==> config.mk <==
export PLATFORM = sky130hd
export DESIGN_NAME = tpc_top
export DESIGN_NICKNAME = d
export VERILOG_FILES = /design/src/logic/tpc_pkg.sv /design/src/logic/tpc_top.sv /design/src/logic/tpc_mem.sv /design/src/logic/tpc_pwm_chan.sv
export SDC_FILE = /design/constraint.sdc
export NUM_CORES = 1
export LEC_CHECK = 0
export ABC_AREA = 0
export BUFFER_PORTS_ARGS = -buffer_cell sky130_fd_sc_hd__buf_2
export CAP_MARGIN = 20
export CORE_ASPECT_RATIO = 0.5
export CORE_MARGIN = 5
export CORE_UTILIZATION = 45
export CTS_BUF_LIST = sky130_fd_sc_hd__clkbuf_8
export DETAILED_ROUTE_END_ITERATION = 10
export HOLD_SLACK_MARGIN = 0.06
export PLACE_DENSITY = 0.66
export SLEW_MARGIN = 20
export SYNTH_ARGS = -nofsm -noshare
export SYNTH_HDL_FRONTEND = slang
export SYNTH_HIERARCHICAL = 1
export SYNTH_SLANG_ARGS = --single-unit
==> constraint.sdc <==
create_clock -name i_core_clk -period 3.4 [get_ports i_core_clk]
set_clock_uncertainty 0.15 [all_clocks]
set_input_delay 0.34 -clock i_core_clk [delete_from_list [all_inputs] [get_ports i_core_clk]]
set_output_delay 0.34 -clock i_core_clk [all_outputs]
set_load 0.005 [all_outputs]
==> src/logic/tpc_pkg.sv <==
package tpc_pkg;
  // channel count: the fourth hardware slot shares pins with the serial bus
  localparam int unsigned HW_CHANNELS   = 4;
  localparam int unsigned NUM_CHANNELS  = HW_CHANNELS - 1;

  // serial target address, an arbitrary default
  localparam logic [6:0]  TARGET_ADDR   = 7'h2c;

  // location map: four bytes per channel, then status, then program memory
  localparam logic [7:0]  LOC_CH_STRIDE = 8'h04;
  localparam logic [1:0]  LOC_CTRL      = 2'h0;
  localparam logic [1:0]  LOC_PERIOD    = 2'h1;
  localparam logic [1:0]  LOC_WIDTH_LO  = 2'h2;
  localparam logic [1:0]  LOC_WIDTH_HI  = 2'h3;
  localparam logic [7:0]  LOC_STATUS    = 8'h0c;
  localparam logic [7:0]  LOC_MEM_BASE  = 8'h10;
  localparam int unsigned MEM_DEPTH     = 16;
  localparam int unsigned MEM_AW        = 4;

  // control byte fields
  localparam int unsigned CTRL_EN_BIT   = 0;
  localparam int unsigned CTRL_DIV_LSB  = 1;

  // status byte fields
  localparam int unsigned STAT_ATTN_BIT = 0;
  localparam int unsigned STAT_OUT_LSB  = 1;

  // reset values
  localparam logic        RST_EN        = 1'b0;
  localparam logic [1:0]  RST_DIV       = 2'h0;
  localparam logic [7:0]  RST_PERIOD    = 8'hff;
  localparam logic [9:0]  RST_WIDTH     = 10'h1ff;

  // base clock prescale terminal counts: /1, /4, /16, /64
  localparam logic [5:0]  PRE_LAST_D1   = 6'h00;
  localparam logic [5:0]  PRE_LAST_D4   = 6'h03;
  localparam logic [5:0]  PRE_LAST_D16  = 6'h0f;
  localparam logic [5:0]  PRE_LAST_D64  = 6'h3f;

  typedef enum logic [6:0] {
    TPC_IDLE     = 7'b0000001,
    TPC_ADDR     = 7'b0000010,
    TPC_ADDR_ACK = 7'b0000100,
    TPC_WR_BYTE  = 7'b0001000,
    TPC_WR_ACK   = 7'b0010000,
    TPC_RD_BYTE  = 7'b0100000,
    TPC_RD_ACK   = 7'b1000000
  } tpc_state_t;
endpackage

==> src/logic/tpc_top.sv <==
`timescale 1ns/1ns
module tpc_top (
  input  wire logic                            i_core_clk,
  input  wire logic                            i_rst,
  input  wire logic                            i_copro_rst_n,
  input  wire logic                            i_scl,
  input  wire logic                            i_sda,
  output logic                                 o_sda,
  output logic                                 o_sda_oe,
  output logic                                 o_attn_n,
  output logic                                 o_led_attn,
  output logic                                 o_led_rst,
  output logic                                 o_led_scl,
  output logic                                 o_led_sda,
  output logic [tpc_pkg::NUM_CHANNELS-1:0]     o_pwm
);
  localparam int unsigned NCH = tpc_pkg::NUM_CHANNELS;

  tpc_pkg::tpc_state_t state_reg;
  tpc_pkg::tpc_state_t state_next;

  logic             rst_int;
  logic             scl_d_reg;
  logic             sda_d_reg;
  logic [3:0]       bit_reg;
  logic [7:0]       shift_reg;
  logic [7:0]       tx_reg;
  logic [7:0]       ptr_reg;
  logic             rw_reg;
  logic             first_reg;
  logic             nack_reg;
  logic             oe_reg;
  logic             attn_reg;
  logic [NCH-1:0]   en_reg;
  logic [1:0]       div_reg  [NCH];
  logic [7:0]       per_reg  [NCH];
  logic [9:0]       wid_reg  [NCH];
  logic [NCH-1:0]   applied;
  logic [7:0]       mem_q;
  logic [7:0]       cfg_q;

  // the pin reset and the system reset both return the block to its start
  assign rst_int = i_rst || !i_copro_rst_n;

  function automatic logic loc_is_cfg(input logic [7:0] loc);
    loc_is_cfg = (loc < tpc_pkg::LOC_STATUS);
  endfunction

  function automatic logic [1:0] loc_chan(input logic [7:0] loc);
    loc_chan = loc[3:2];
  endfunction

  // program memory occupies one whole sixteen-location page
  function automatic logic loc_is_mem(input logic [7:0] loc);
    loc_is_mem = (loc[7:4] == tpc_pkg::LOC_MEM_BASE[7:4]);
  endfunction

  // bus conditions; pins are taken as synchronous to the core clock
  wire start_cond = i_scl && scl_d_reg && sda_d_reg && !i_sda;
  wire stop_cond  = i_scl && scl_d_reg && !sda_d_reg && i_sda;
  wire scl_rise   = i_scl && !scl_d_reg;
  wire scl_fall   = !i_scl && scl_d_reg;
  wire byte_done  = scl_fall && (bit_reg == 4'h8);
  wire addr_match = (shift_reg[7:1] == tpc_pkg::TARGET_ADDR);

  // only the clocks of a byte phase are counted: the acknowledge clock must
  // stay out of the shifter, or every following byte would slip by one bit
  wire in_byte    = (state_reg == tpc_pkg::TPC_ADDR) ||
                    (state_reg == tpc_pkg::TPC_WR_BYTE) ||
                    (state_reg == tpc_pkg::TPC_RD_BYTE);

  // a data byte after the pointer byte is a location write
  wire       wr_strobe = (state_reg == tpc_pkg::TPC_WR_BYTE) && byte_done && !first_reg;
  wire       wr_cfg    = wr_strobe && loc_is_cfg(ptr_reg);
  wire       wr_mem    = wr_strobe && loc_is_mem(ptr_reg);
  wire [1:0] wr_ch     = loc_chan(ptr_reg);
  wire [1:0] wr_fld    = ptr_reg[1:0];

  // a byte is loaded for transmit at the end of an acknowledge in read mode
  wire tx_load = scl_fall &&
                 (((state_reg == tpc_pkg::TPC_ADDR_ACK) && rw_reg) ||
                  ((state_reg == tpc_pkg::TPC_RD_ACK) && !nack_reg));
  wire [7:0] rd_data   = loc_is_mem(ptr_reg) ? mem_q : cfg_q;
  wire       stat_read = tx_load && (ptr_reg == tpc_pkg::LOC_STATUS);

  // read multiplexer over channel settings and status
  always_comb begin
    cfg_q = 8'h00;
    if (ptr_reg == tpc_pkg::LOC_STATUS) begin
      cfg_q[tpc_pkg::STAT_ATTN_BIT] = attn_reg;
      cfg_q[tpc_pkg::STAT_OUT_LSB +: NCH] = o_pwm;
    end else if (loc_is_cfg(ptr_reg) && (loc_chan(ptr_reg) < NCH)) begin
      case (ptr_reg[1:0])
        tpc_pkg::LOC_CTRL: begin
          cfg_q[tpc_pkg::CTRL_EN_BIT] = en_reg[loc_chan(ptr_reg)];
          cfg_q[tpc_pkg::CTRL_DIV_LSB +: 2] = div_reg[loc_chan(ptr_reg)];
        end
        tpc_pkg::LOC_PERIOD:   cfg_q = per_reg[loc_chan(ptr_reg)];
        tpc_pkg::LOC_WIDTH_LO: cfg_q = wid_reg[loc_chan(ptr_reg)][7:0];
        default:               cfg_q = {6'h00, wid_reg[loc_chan(ptr_reg)][9:8]};
      endcase
    end
  end

  // transaction sequencer
  always_comb begin
    state_next = state_reg;
    case (state_reg)
      tpc_pkg::TPC_IDLE:     state_next = tpc_pkg::TPC_IDLE;
      tpc_pkg::TPC_ADDR: begin
        if (byte_done) begin
          state_next = addr_match ? tpc_pkg::TPC_ADDR_ACK : tpc_pkg::TPC_IDLE;
        end
      end
      tpc_pkg::TPC_ADDR_ACK: begin
        if (scl_fall) begin
          state_next = rw_reg ? tpc_pkg::TPC_RD_BYTE : tpc_pkg::TPC_WR_BYTE;
        end
      end
      tpc_pkg::TPC_WR_BYTE: begin
        if (byte_done) begin
          state_next = tpc_pkg::TPC_WR_ACK;
        end
      end
      tpc_pkg::TPC_WR_ACK: begin
        if (scl_fall) begin
          state_next = tpc_pkg::TPC_WR_BYTE;
        end
      end
      tpc_pkg::TPC_RD_BYTE: begin
        if (byte_done) begin
          state_next = tpc_pkg::TPC_RD_ACK;
        end
      end
      tpc_pkg::TPC_RD_ACK: begin
        if (scl_fall) begin
          state_next = nack_reg ? tpc_pkg::TPC_IDLE : tpc_pkg::TPC_RD_BYTE;
        end
      end
      default:               state_next = tpc_pkg::TPC_IDLE;
    endcase
    // start and stop override any state, so a repeated start works anywhere
    if (start_cond) begin
      state_next = tpc_pkg::TPC_ADDR;
    end else if (stop_cond) begin
      state_next = tpc_pkg::TPC_IDLE;
    end
  end

  // line history starts idle-high so leaving reset never looks like a start
  always_ff @(posedge i_core_clk) begin
    if (rst_int) begin
      state_reg <= tpc_pkg::TPC_IDLE;
      scl_d_reg <= 1'b1;
      sda_d_reg <= 1'b1;
    end else begin
      state_reg <= state_next;
      scl_d_reg <= i_scl;
      sda_d_reg <= i_sda;
    end
  end

  // bit counter and receive shifter
  always_ff @(posedge i_core_clk) begin
    if (rst_int || start_cond) begin
      bit_reg   <= 4'h0;
      shift_reg <= 8'h00;
    end else if (scl_rise && in_byte && (bit_reg != 4'h8)) begin
      bit_reg   <= bit_reg + 4'h1;
      shift_reg <= {shift_reg[6:0], i_sda};
    end else if (scl_fall && (bit_reg == 4'h8)) begin
      bit_reg   <= 4'h0;
    end
  end

  // direction, pointer-phase and master acknowledge capture
  always_ff @(posedge i_core_clk) begin
    if (rst_int) begin
      rw_reg    <= 1'b0;
      first_reg <= 1'b0;
      nack_reg  <= 1'b0;
    end else begin
      if ((state_reg == tpc_pkg::TPC_ADDR) && byte_done) begin
        rw_reg    <= shift_reg[0];
        first_reg <= 1'b1;
      end else if ((state_reg == tpc_pkg::TPC_WR_BYTE) && byte_done) begin
        first_reg <= 1'b0;
      end
      if ((state_reg == tpc_pkg::TPC_RD_ACK) && scl_rise) begin
        nack_reg <= i_sda;
      end
    end
  end

  // location pointer: set by the first written byte, advanced per data byte
  always_ff @(posedge i_core_clk) begin
    if (rst_int) begin
      ptr_reg <= 8'h00;
    end else if ((state_reg == tpc_pkg::TPC_WR_BYTE) && byte_done && first_reg) begin
      ptr_reg <= shift_reg;
    end else if (wr_strobe || tx_load) begin
      ptr_reg <= ptr_reg + 8'h01;
    end
  end

  // open-drain data line: drive low for acknowledge and for zero bits
  always_ff @(posedge i_core_clk) begin
    if (rst_int || start_cond || stop_cond) begin
      oe_reg <= 1'b0;
      tx_reg <= 8'hff;
    end else if (tx_load) begin
      tx_reg <= rd_data;
      oe_reg <= !rd_data[7];
    end else if (byte_done && (state_reg == tpc_pkg::TPC_RD_BYTE)) begin
      oe_reg <= 1'b0;
    end else if (byte_done && addr_match && (state_reg == tpc_pkg::TPC_ADDR)) begin
      oe_reg <= 1'b1;
    end else if (byte_done && (state_reg == tpc_pkg::TPC_WR_BYTE)) begin
      oe_reg <= 1'b1;
    end else if (scl_fall && (state_reg == tpc_pkg::TPC_RD_BYTE)) begin
      tx_reg <= {tx_reg[6:0], 1'b1};
      oe_reg <= !tx_reg[6];
    end else if (scl_fall) begin
      oe_reg <= 1'b0;
    end
  end

  // channel settings written through the location access path
  always_ff @(posedge i_core_clk) begin
    if (rst_int) begin
      for (int c = 0; c < NCH; c++) begin
        en_reg[c]  <= tpc_pkg::RST_EN;
        div_reg[c] <= tpc_pkg::RST_DIV;
        per_reg[c] <= tpc_pkg::RST_PERIOD;
        wid_reg[c] <= tpc_pkg::RST_WIDTH;
      end
    end else if (wr_cfg && (wr_ch < NCH)) begin
      case (wr_fld)
        tpc_pkg::LOC_CTRL: begin
          en_reg[wr_ch]  <= shift_reg[tpc_pkg::CTRL_EN_BIT];
          div_reg[wr_ch] <= shift_reg[tpc_pkg::CTRL_DIV_LSB +: 2];
        end
        tpc_pkg::LOC_PERIOD:   per_reg[wr_ch] <= shift_reg;
        tpc_pkg::LOC_WIDTH_LO: wid_reg[wr_ch][7:0] <= shift_reg;
        default:               wid_reg[wr_ch][9:8] <= shift_reg[1:0];
      endcase
    end
  end

  // attention: raised by reset and by settings taking effect on a channel enabled before
  // or after the change, dropped on a status read; a new event in the clearing cycle keeps it raised
  always_ff @(posedge i_core_clk) begin
    if (rst_int) begin
      attn_reg <= 1'b1;
    end else if (|applied) begin
      attn_reg <= 1'b1;
    end else if (stat_read) begin
      attn_reg <= 1'b0;
    end
  end

  // only three channels are built; the fourth slot's pins carry the bus
  for (genvar c = 0; c < NCH; c++) begin : g_chan
    tpc_pwm_chan u_chan (
      .i_core_clk (i_core_clk),
      .i_rst      (rst_int),
      .i_en       (en_reg[c]),
      .i_div      (div_reg[c]),
      .i_period   (per_reg[c]),
      .i_width    (wid_reg[c]),
      .o_pwm      (o_pwm[c]),
      .o_applied  (applied[c])
    );
  end

  // program memory shares the same serial path as the settings
  tpc_mem u_mem (
    .i_core_clk (i_core_clk),
    .i_we       (wr_mem),
    .i_addr     (ptr_reg[tpc_pkg::MEM_AW-1:0]),
    .i_wdata    (shift_reg),
    .o_rdata    (mem_q)
  );

  assign o_sda      = 1'b0;
  assign o_sda_oe   = oe_reg;
  assign o_attn_n   = !attn_reg;
  assign o_led_attn = attn_reg;
  assign o_led_rst  = !i_copro_rst_n;
  assign o_led_scl  = !i_scl;
  assign o_led_sda  = !i_sda;
endmodule

==> src/logic/tpc_mem.sv <==
`timescale 1ns/1ns
module tpc_mem (
  input  wire logic       i_core_clk,
  input  wire logic       i_we,
  input  wire logic [3:0] i_addr,
  input  wire logic [7:0] i_wdata,
  output logic      [7:0] o_rdata
);
  logic [7:0] mem_reg [tpc_pkg::MEM_DEPTH];

  always_ff @(posedge i_core_clk) begin
    if (i_we) begin
      mem_reg[i_addr] <= i_wdata;
    end
    o_rdata <= mem_reg[i_addr];
  end
endmodule

==> src/logic/tpc_pwm_chan.sv <==
`timescale 1ns/1ns
module tpc_pwm_chan (
  input  wire logic       i_core_clk,
  input  wire logic       i_rst,
  input  wire logic       i_en,
  input  wire logic [1:0] i_div,
  input  wire logic [7:0] i_period,
  input  wire logic [9:0] i_width,
  output logic            o_pwm,
  output logic            o_applied
);
  logic [5:0] pre_reg;
  logic [9:0] cnt_reg;
  logic [1:0] div_reg;
  logic [7:0] per_reg;
  logic [9:0] wid_reg;
  logic       en_reg;
  logic       pwm_reg;
  logic       applied_reg;

  function automatic logic [5:0] pre_last(input logic [1:0] div);
    case (div)
      2'h0:    pre_last = tpc_pkg::PRE_LAST_D1;
      2'h1:    pre_last = tpc_pkg::PRE_LAST_D4;
      2'h2:    pre_last = tpc_pkg::PRE_LAST_D16;
      default: pre_last = tpc_pkg::PRE_LAST_D64;
    endcase
  endfunction

  wire       tick     = (pre_reg == pre_last(div_reg));
  // period is always a multiple of four base cycles: the low bits are fixed
  wire [9:0] cnt_last = {per_reg, 2'b11};
  wire       wrap     = tick && (cnt_reg == cnt_last);
  // settings take effect at a period boundary, or at once while disabled, so no runt pulse appears
  wire       load     = wrap || !en_reg;
  wire       changed  = (i_en != en_reg) || (i_div != div_reg) ||
                        (i_period != per_reg) || (i_width != wid_reg);

  always_ff @(posedge i_core_clk) begin
    if (i_rst) begin
      pre_reg <= 6'h00;
    end else if (tick || !en_reg) begin
      pre_reg <= 6'h00;
    end else begin
      pre_reg <= pre_reg + 6'h01;
    end
  end

  always_ff @(posedge i_core_clk) begin
    if (i_rst || load) begin
      cnt_reg <= 10'h000;
    end else if (tick) begin
      cnt_reg <= cnt_reg + 10'h001;
    end
  end

  always_ff @(posedge i_core_clk) begin
    if (i_rst) begin
      en_reg  <= tpc_pkg::RST_EN;
      div_reg <= tpc_pkg::RST_DIV;
      per_reg <= tpc_pkg::RST_PERIOD;
      wid_reg <= tpc_pkg::RST_WIDTH;
    end else if (load) begin
      en_reg  <= i_en;
      div_reg <= i_div;
      per_reg <= i_period;
      wid_reg <= i_width;
    end
  end

  always_ff @(posedge i_core_clk) begin
    if (i_rst) begin
      pwm_reg     <= 1'b0;
      applied_reg <= 1'b0;
    end else begin
      // width code w means w+1 active cycles; w past the period keeps it high
      pwm_reg     <= en_reg && (cnt_reg <= wid_reg);
      applied_reg <= load && changed && (en_reg || i_en);
    end
  end

  assign o_pwm     = pwm_reg;
  assign o_applied = applied_reg;
endmodule

==> qor.csv <==
stage,metric,value,unit
outcome,status,"finished, final reports clean",
sta,rsz0062_at_grt,false,
grt,grt_pass1_wl,70.3,mm
synth,synth_largest_area_cell,edfxtp_1,
critical_path,cp_max_fo,9,
sta,tightest_slew,0.915,ns
route,dr.pass1.iters,6,
layout,area_growth,9.97,%
hold_path,hp-class,input pin to flop,
synth,synth_top_area_share,35.1,%
synth,synth_cell_types,73,
route,drcViolationCount,0,
grt,antenna_found_initial,1,
synth,synth.avg_cell_area,11.6,µm²
placement,gp_congestion,0.903,
synth,seq_area_frac_synth,54.4,%
route,vias_per_cell,5.94,
cts,clk_pin_slew,0.07,ns
synth,ys_dominant_reg_cell,edfxtp_1,
cts,cts-htree-levels,2,
critical_path,worstSetupStartpointType,flop,
die,placementRows,51,
critical_path,timing.rr.end,u_mem/mem_reg[3][1],
synth,synth_edf_count,208,
cts,cts_buffer_depth,3,
die,dieArea,43800,µm²
layout,nNetsFinal,1622,
sta,fin_hold_ws,0.133,ns
cts,cts-root-buf,clkbuf_8,
layout,largest_reg_flops,128,
grt,track_usage,20.3,%
synth,ys_seq_elements,379,
die,start_util,45.6,%
route,ant_nets,0,
cts,post_cts_buffers,0,
critical_path,cp.arrival,3.31,ns
synth,ys_warn_count,6,
synth,async_flop_share,0,%
synth,post-synth-top-count-cell,edfxtp_1,
cts,cts_tree,done,
grt,grt_max_degree,45,
sta,fmax,311,MHz
job,maxCapViolations,0,
route,vias,12700,
cts,clock_sinks,379,
die,dieWidth,291,µm
route,routed_wl,44.9,mm
critical_path,critical_path_class,flop to flop,
critical_path,crit_required,3.50,ns
route,drt_iter0_drc,1421,
critical_path,regToRegStartpoint,state_reg[2],
synth,netlist_area,17800,µm²
sta,finalSetupViolations,0,
critical_path,cp-endpoint,u_mem/mem_reg[3][1],
cts,postCtsResizedCells,0,
layout,ff_latch_area,9680,µm²
critical_path,startpoint,state_reg[2],
sta,final_hold_viol_count,0,
cts,cts_hold_buf,4,
cts,cts_made_buffers,54,
sta,maxSlewHeadroom,38.9,%
hold_path,min-delay-start,i_copro_rst_n,
placement,io_buffers,13,
power_and_ir_drop,p_leak,6.91,nW
critical_path,cp-end-kind,flop,
placement,hpwl,29.7,mm
layout,layout-drive-gt1-share,13.6,%
die,die_h,151,µm
critical_path,rrSetupSlack,0.18,ns
synth,synthTopCellsByCount,"edfxtp_1 (208), dfxtp_1 (171), o21ai_0 (114)",
power_and_ir_drop,ir_worst_vdd,0.219,mV
sta,min_period,3.22,ns
grt,grt_overflow,0,
layout,fill_cells,3397,
die,core-area,39000,µm²
layout,antenna_cells,0,
critical_path,reg2regPathDepth,5,
cts,worstSkewPairLatency,0.62,ns
synth,synth_cells,1529,
sta,slew_viol_final,0,
synth,synth_area_leaders,"edfxtp_1 (35%), dfxtp_1 (19%), mux4_2 (6.3%)",
route,wl_per_cell,20.9,µm
layout,multi_input_area,7630,µm²
sta,finalCritPeriodShare,94.6,%
power_and_ir_drop,p_total,0.00856,W
grt,grt_pass1_vias,12300,
die,io_pins,15,
power_and_ir_drop,power_per_cell_area,438,nW/µm²
==> cell usage in the layout (no fill, tap or decap), drive strengths merged, types with 27 or more instances in the layout <==
| master | netlist | final |
|---|---|---|
| nand3 | 93 | 93 |
| o21ai | 114 | 114 |
| or3 | 63 | 63 |
| mux4 | 50 | 50 |
| buf | 26 | 47 |
| nor2 | 99 | 99 |
| clkbuf | 58 | 60 |
| nand4 | 27 | 27 |
| a21oi | 57 | 57 |
| edfxtp | 208 | 208 |
| nand2 | 61 | 61 |
| dfxtp | 171 | 171 |
| ha | 45 | 45 |
| xor2 | 98 | 98 |
| inv | 56 | 78 |
==> kinds of logic after synthesis <==
kind of cell             after synthesis  share of synthesized area (%)
AO/OA/AOI/OAI                        307                           11.5
flip-flops                           379                           54.4
XOR/XNOR                             118                           5.81
multiplexers                          75                           7.77
adder cells (fa/ha/maj)               45                           3.17
buffers and inverters                141                           3.19
AND/OR/NAND/NOR                      463                           14.2
other                                  1                         0.0211
==> power breakdown <==
group	switching, W	internal (W)
clock	0.00176	0.00163
sequential	0.0000826	0.00486
combinational	0.000134	0.0000967
total	0.00197	0.00659
==> through the flow <==
stage / setup slack [ns] / setup TNS [ns] / std cells / utilization (%) / cell area [µm²]
2_1_floorplan: -0.00275 / -0.0659 / 1549 / - / 17900
3_3_place_gp: 0.360 / 0 / 2042 / 47.5 / 18500
3_5_place_dp: 0.230 / 0 / 2042 / 47.5 / 18500
4_1_cts: 0.224 / 0 / 2145 / 50.2 / 19600
5_1_grt: 0.0156 / 0 / 2145 / 50.2 / 19600
6_report: 0.185 / 0 / 2145 / 50.2 / 19600
==> routing by layer <==
layer	global-route usage, %	share of wire, %
met1	28.5	44
met2	32.2	45
met3	4.01	8.5
met4	6.15	2.8
met5	0	0
==> worst min-delay path by stage <==
stage	end	slack, ns	cells past startpoint
global route	o_led_attn	0.10	5
finish	o_led_attn	0.13	5
floorplan	o_led_attn	0.26	2
detailed placement	o_led_attn	0.32	2
CTS	o_led_attn	0.08	5
global placement	en_reg[0]	0.32	2
==> worst max-delay path, cell delays in order (launching register included) <==
cell and delay [ns]:
dfxtp_1 0.39, or4_4 0.60, nor4_4 0.24, nor3b_1 0.40, or3b_2 0.56, nor2_1 0.52
==> cell type report <==
| class | instances | share of cell area [%] |
|---|---|---|
| clock buffer | 60 | 4.22 |
| sequential | 379 | 49.5 |
| multi-input combinational | 1029 | 39.0 |
| tap | 530 | 3.39 |
| clock inverter | 39 | 0.940 |
| timing repair buffer | 51 | 1.84 |
| inverter | 57 | 1.09 |
(Power assumes the default switching activity.)
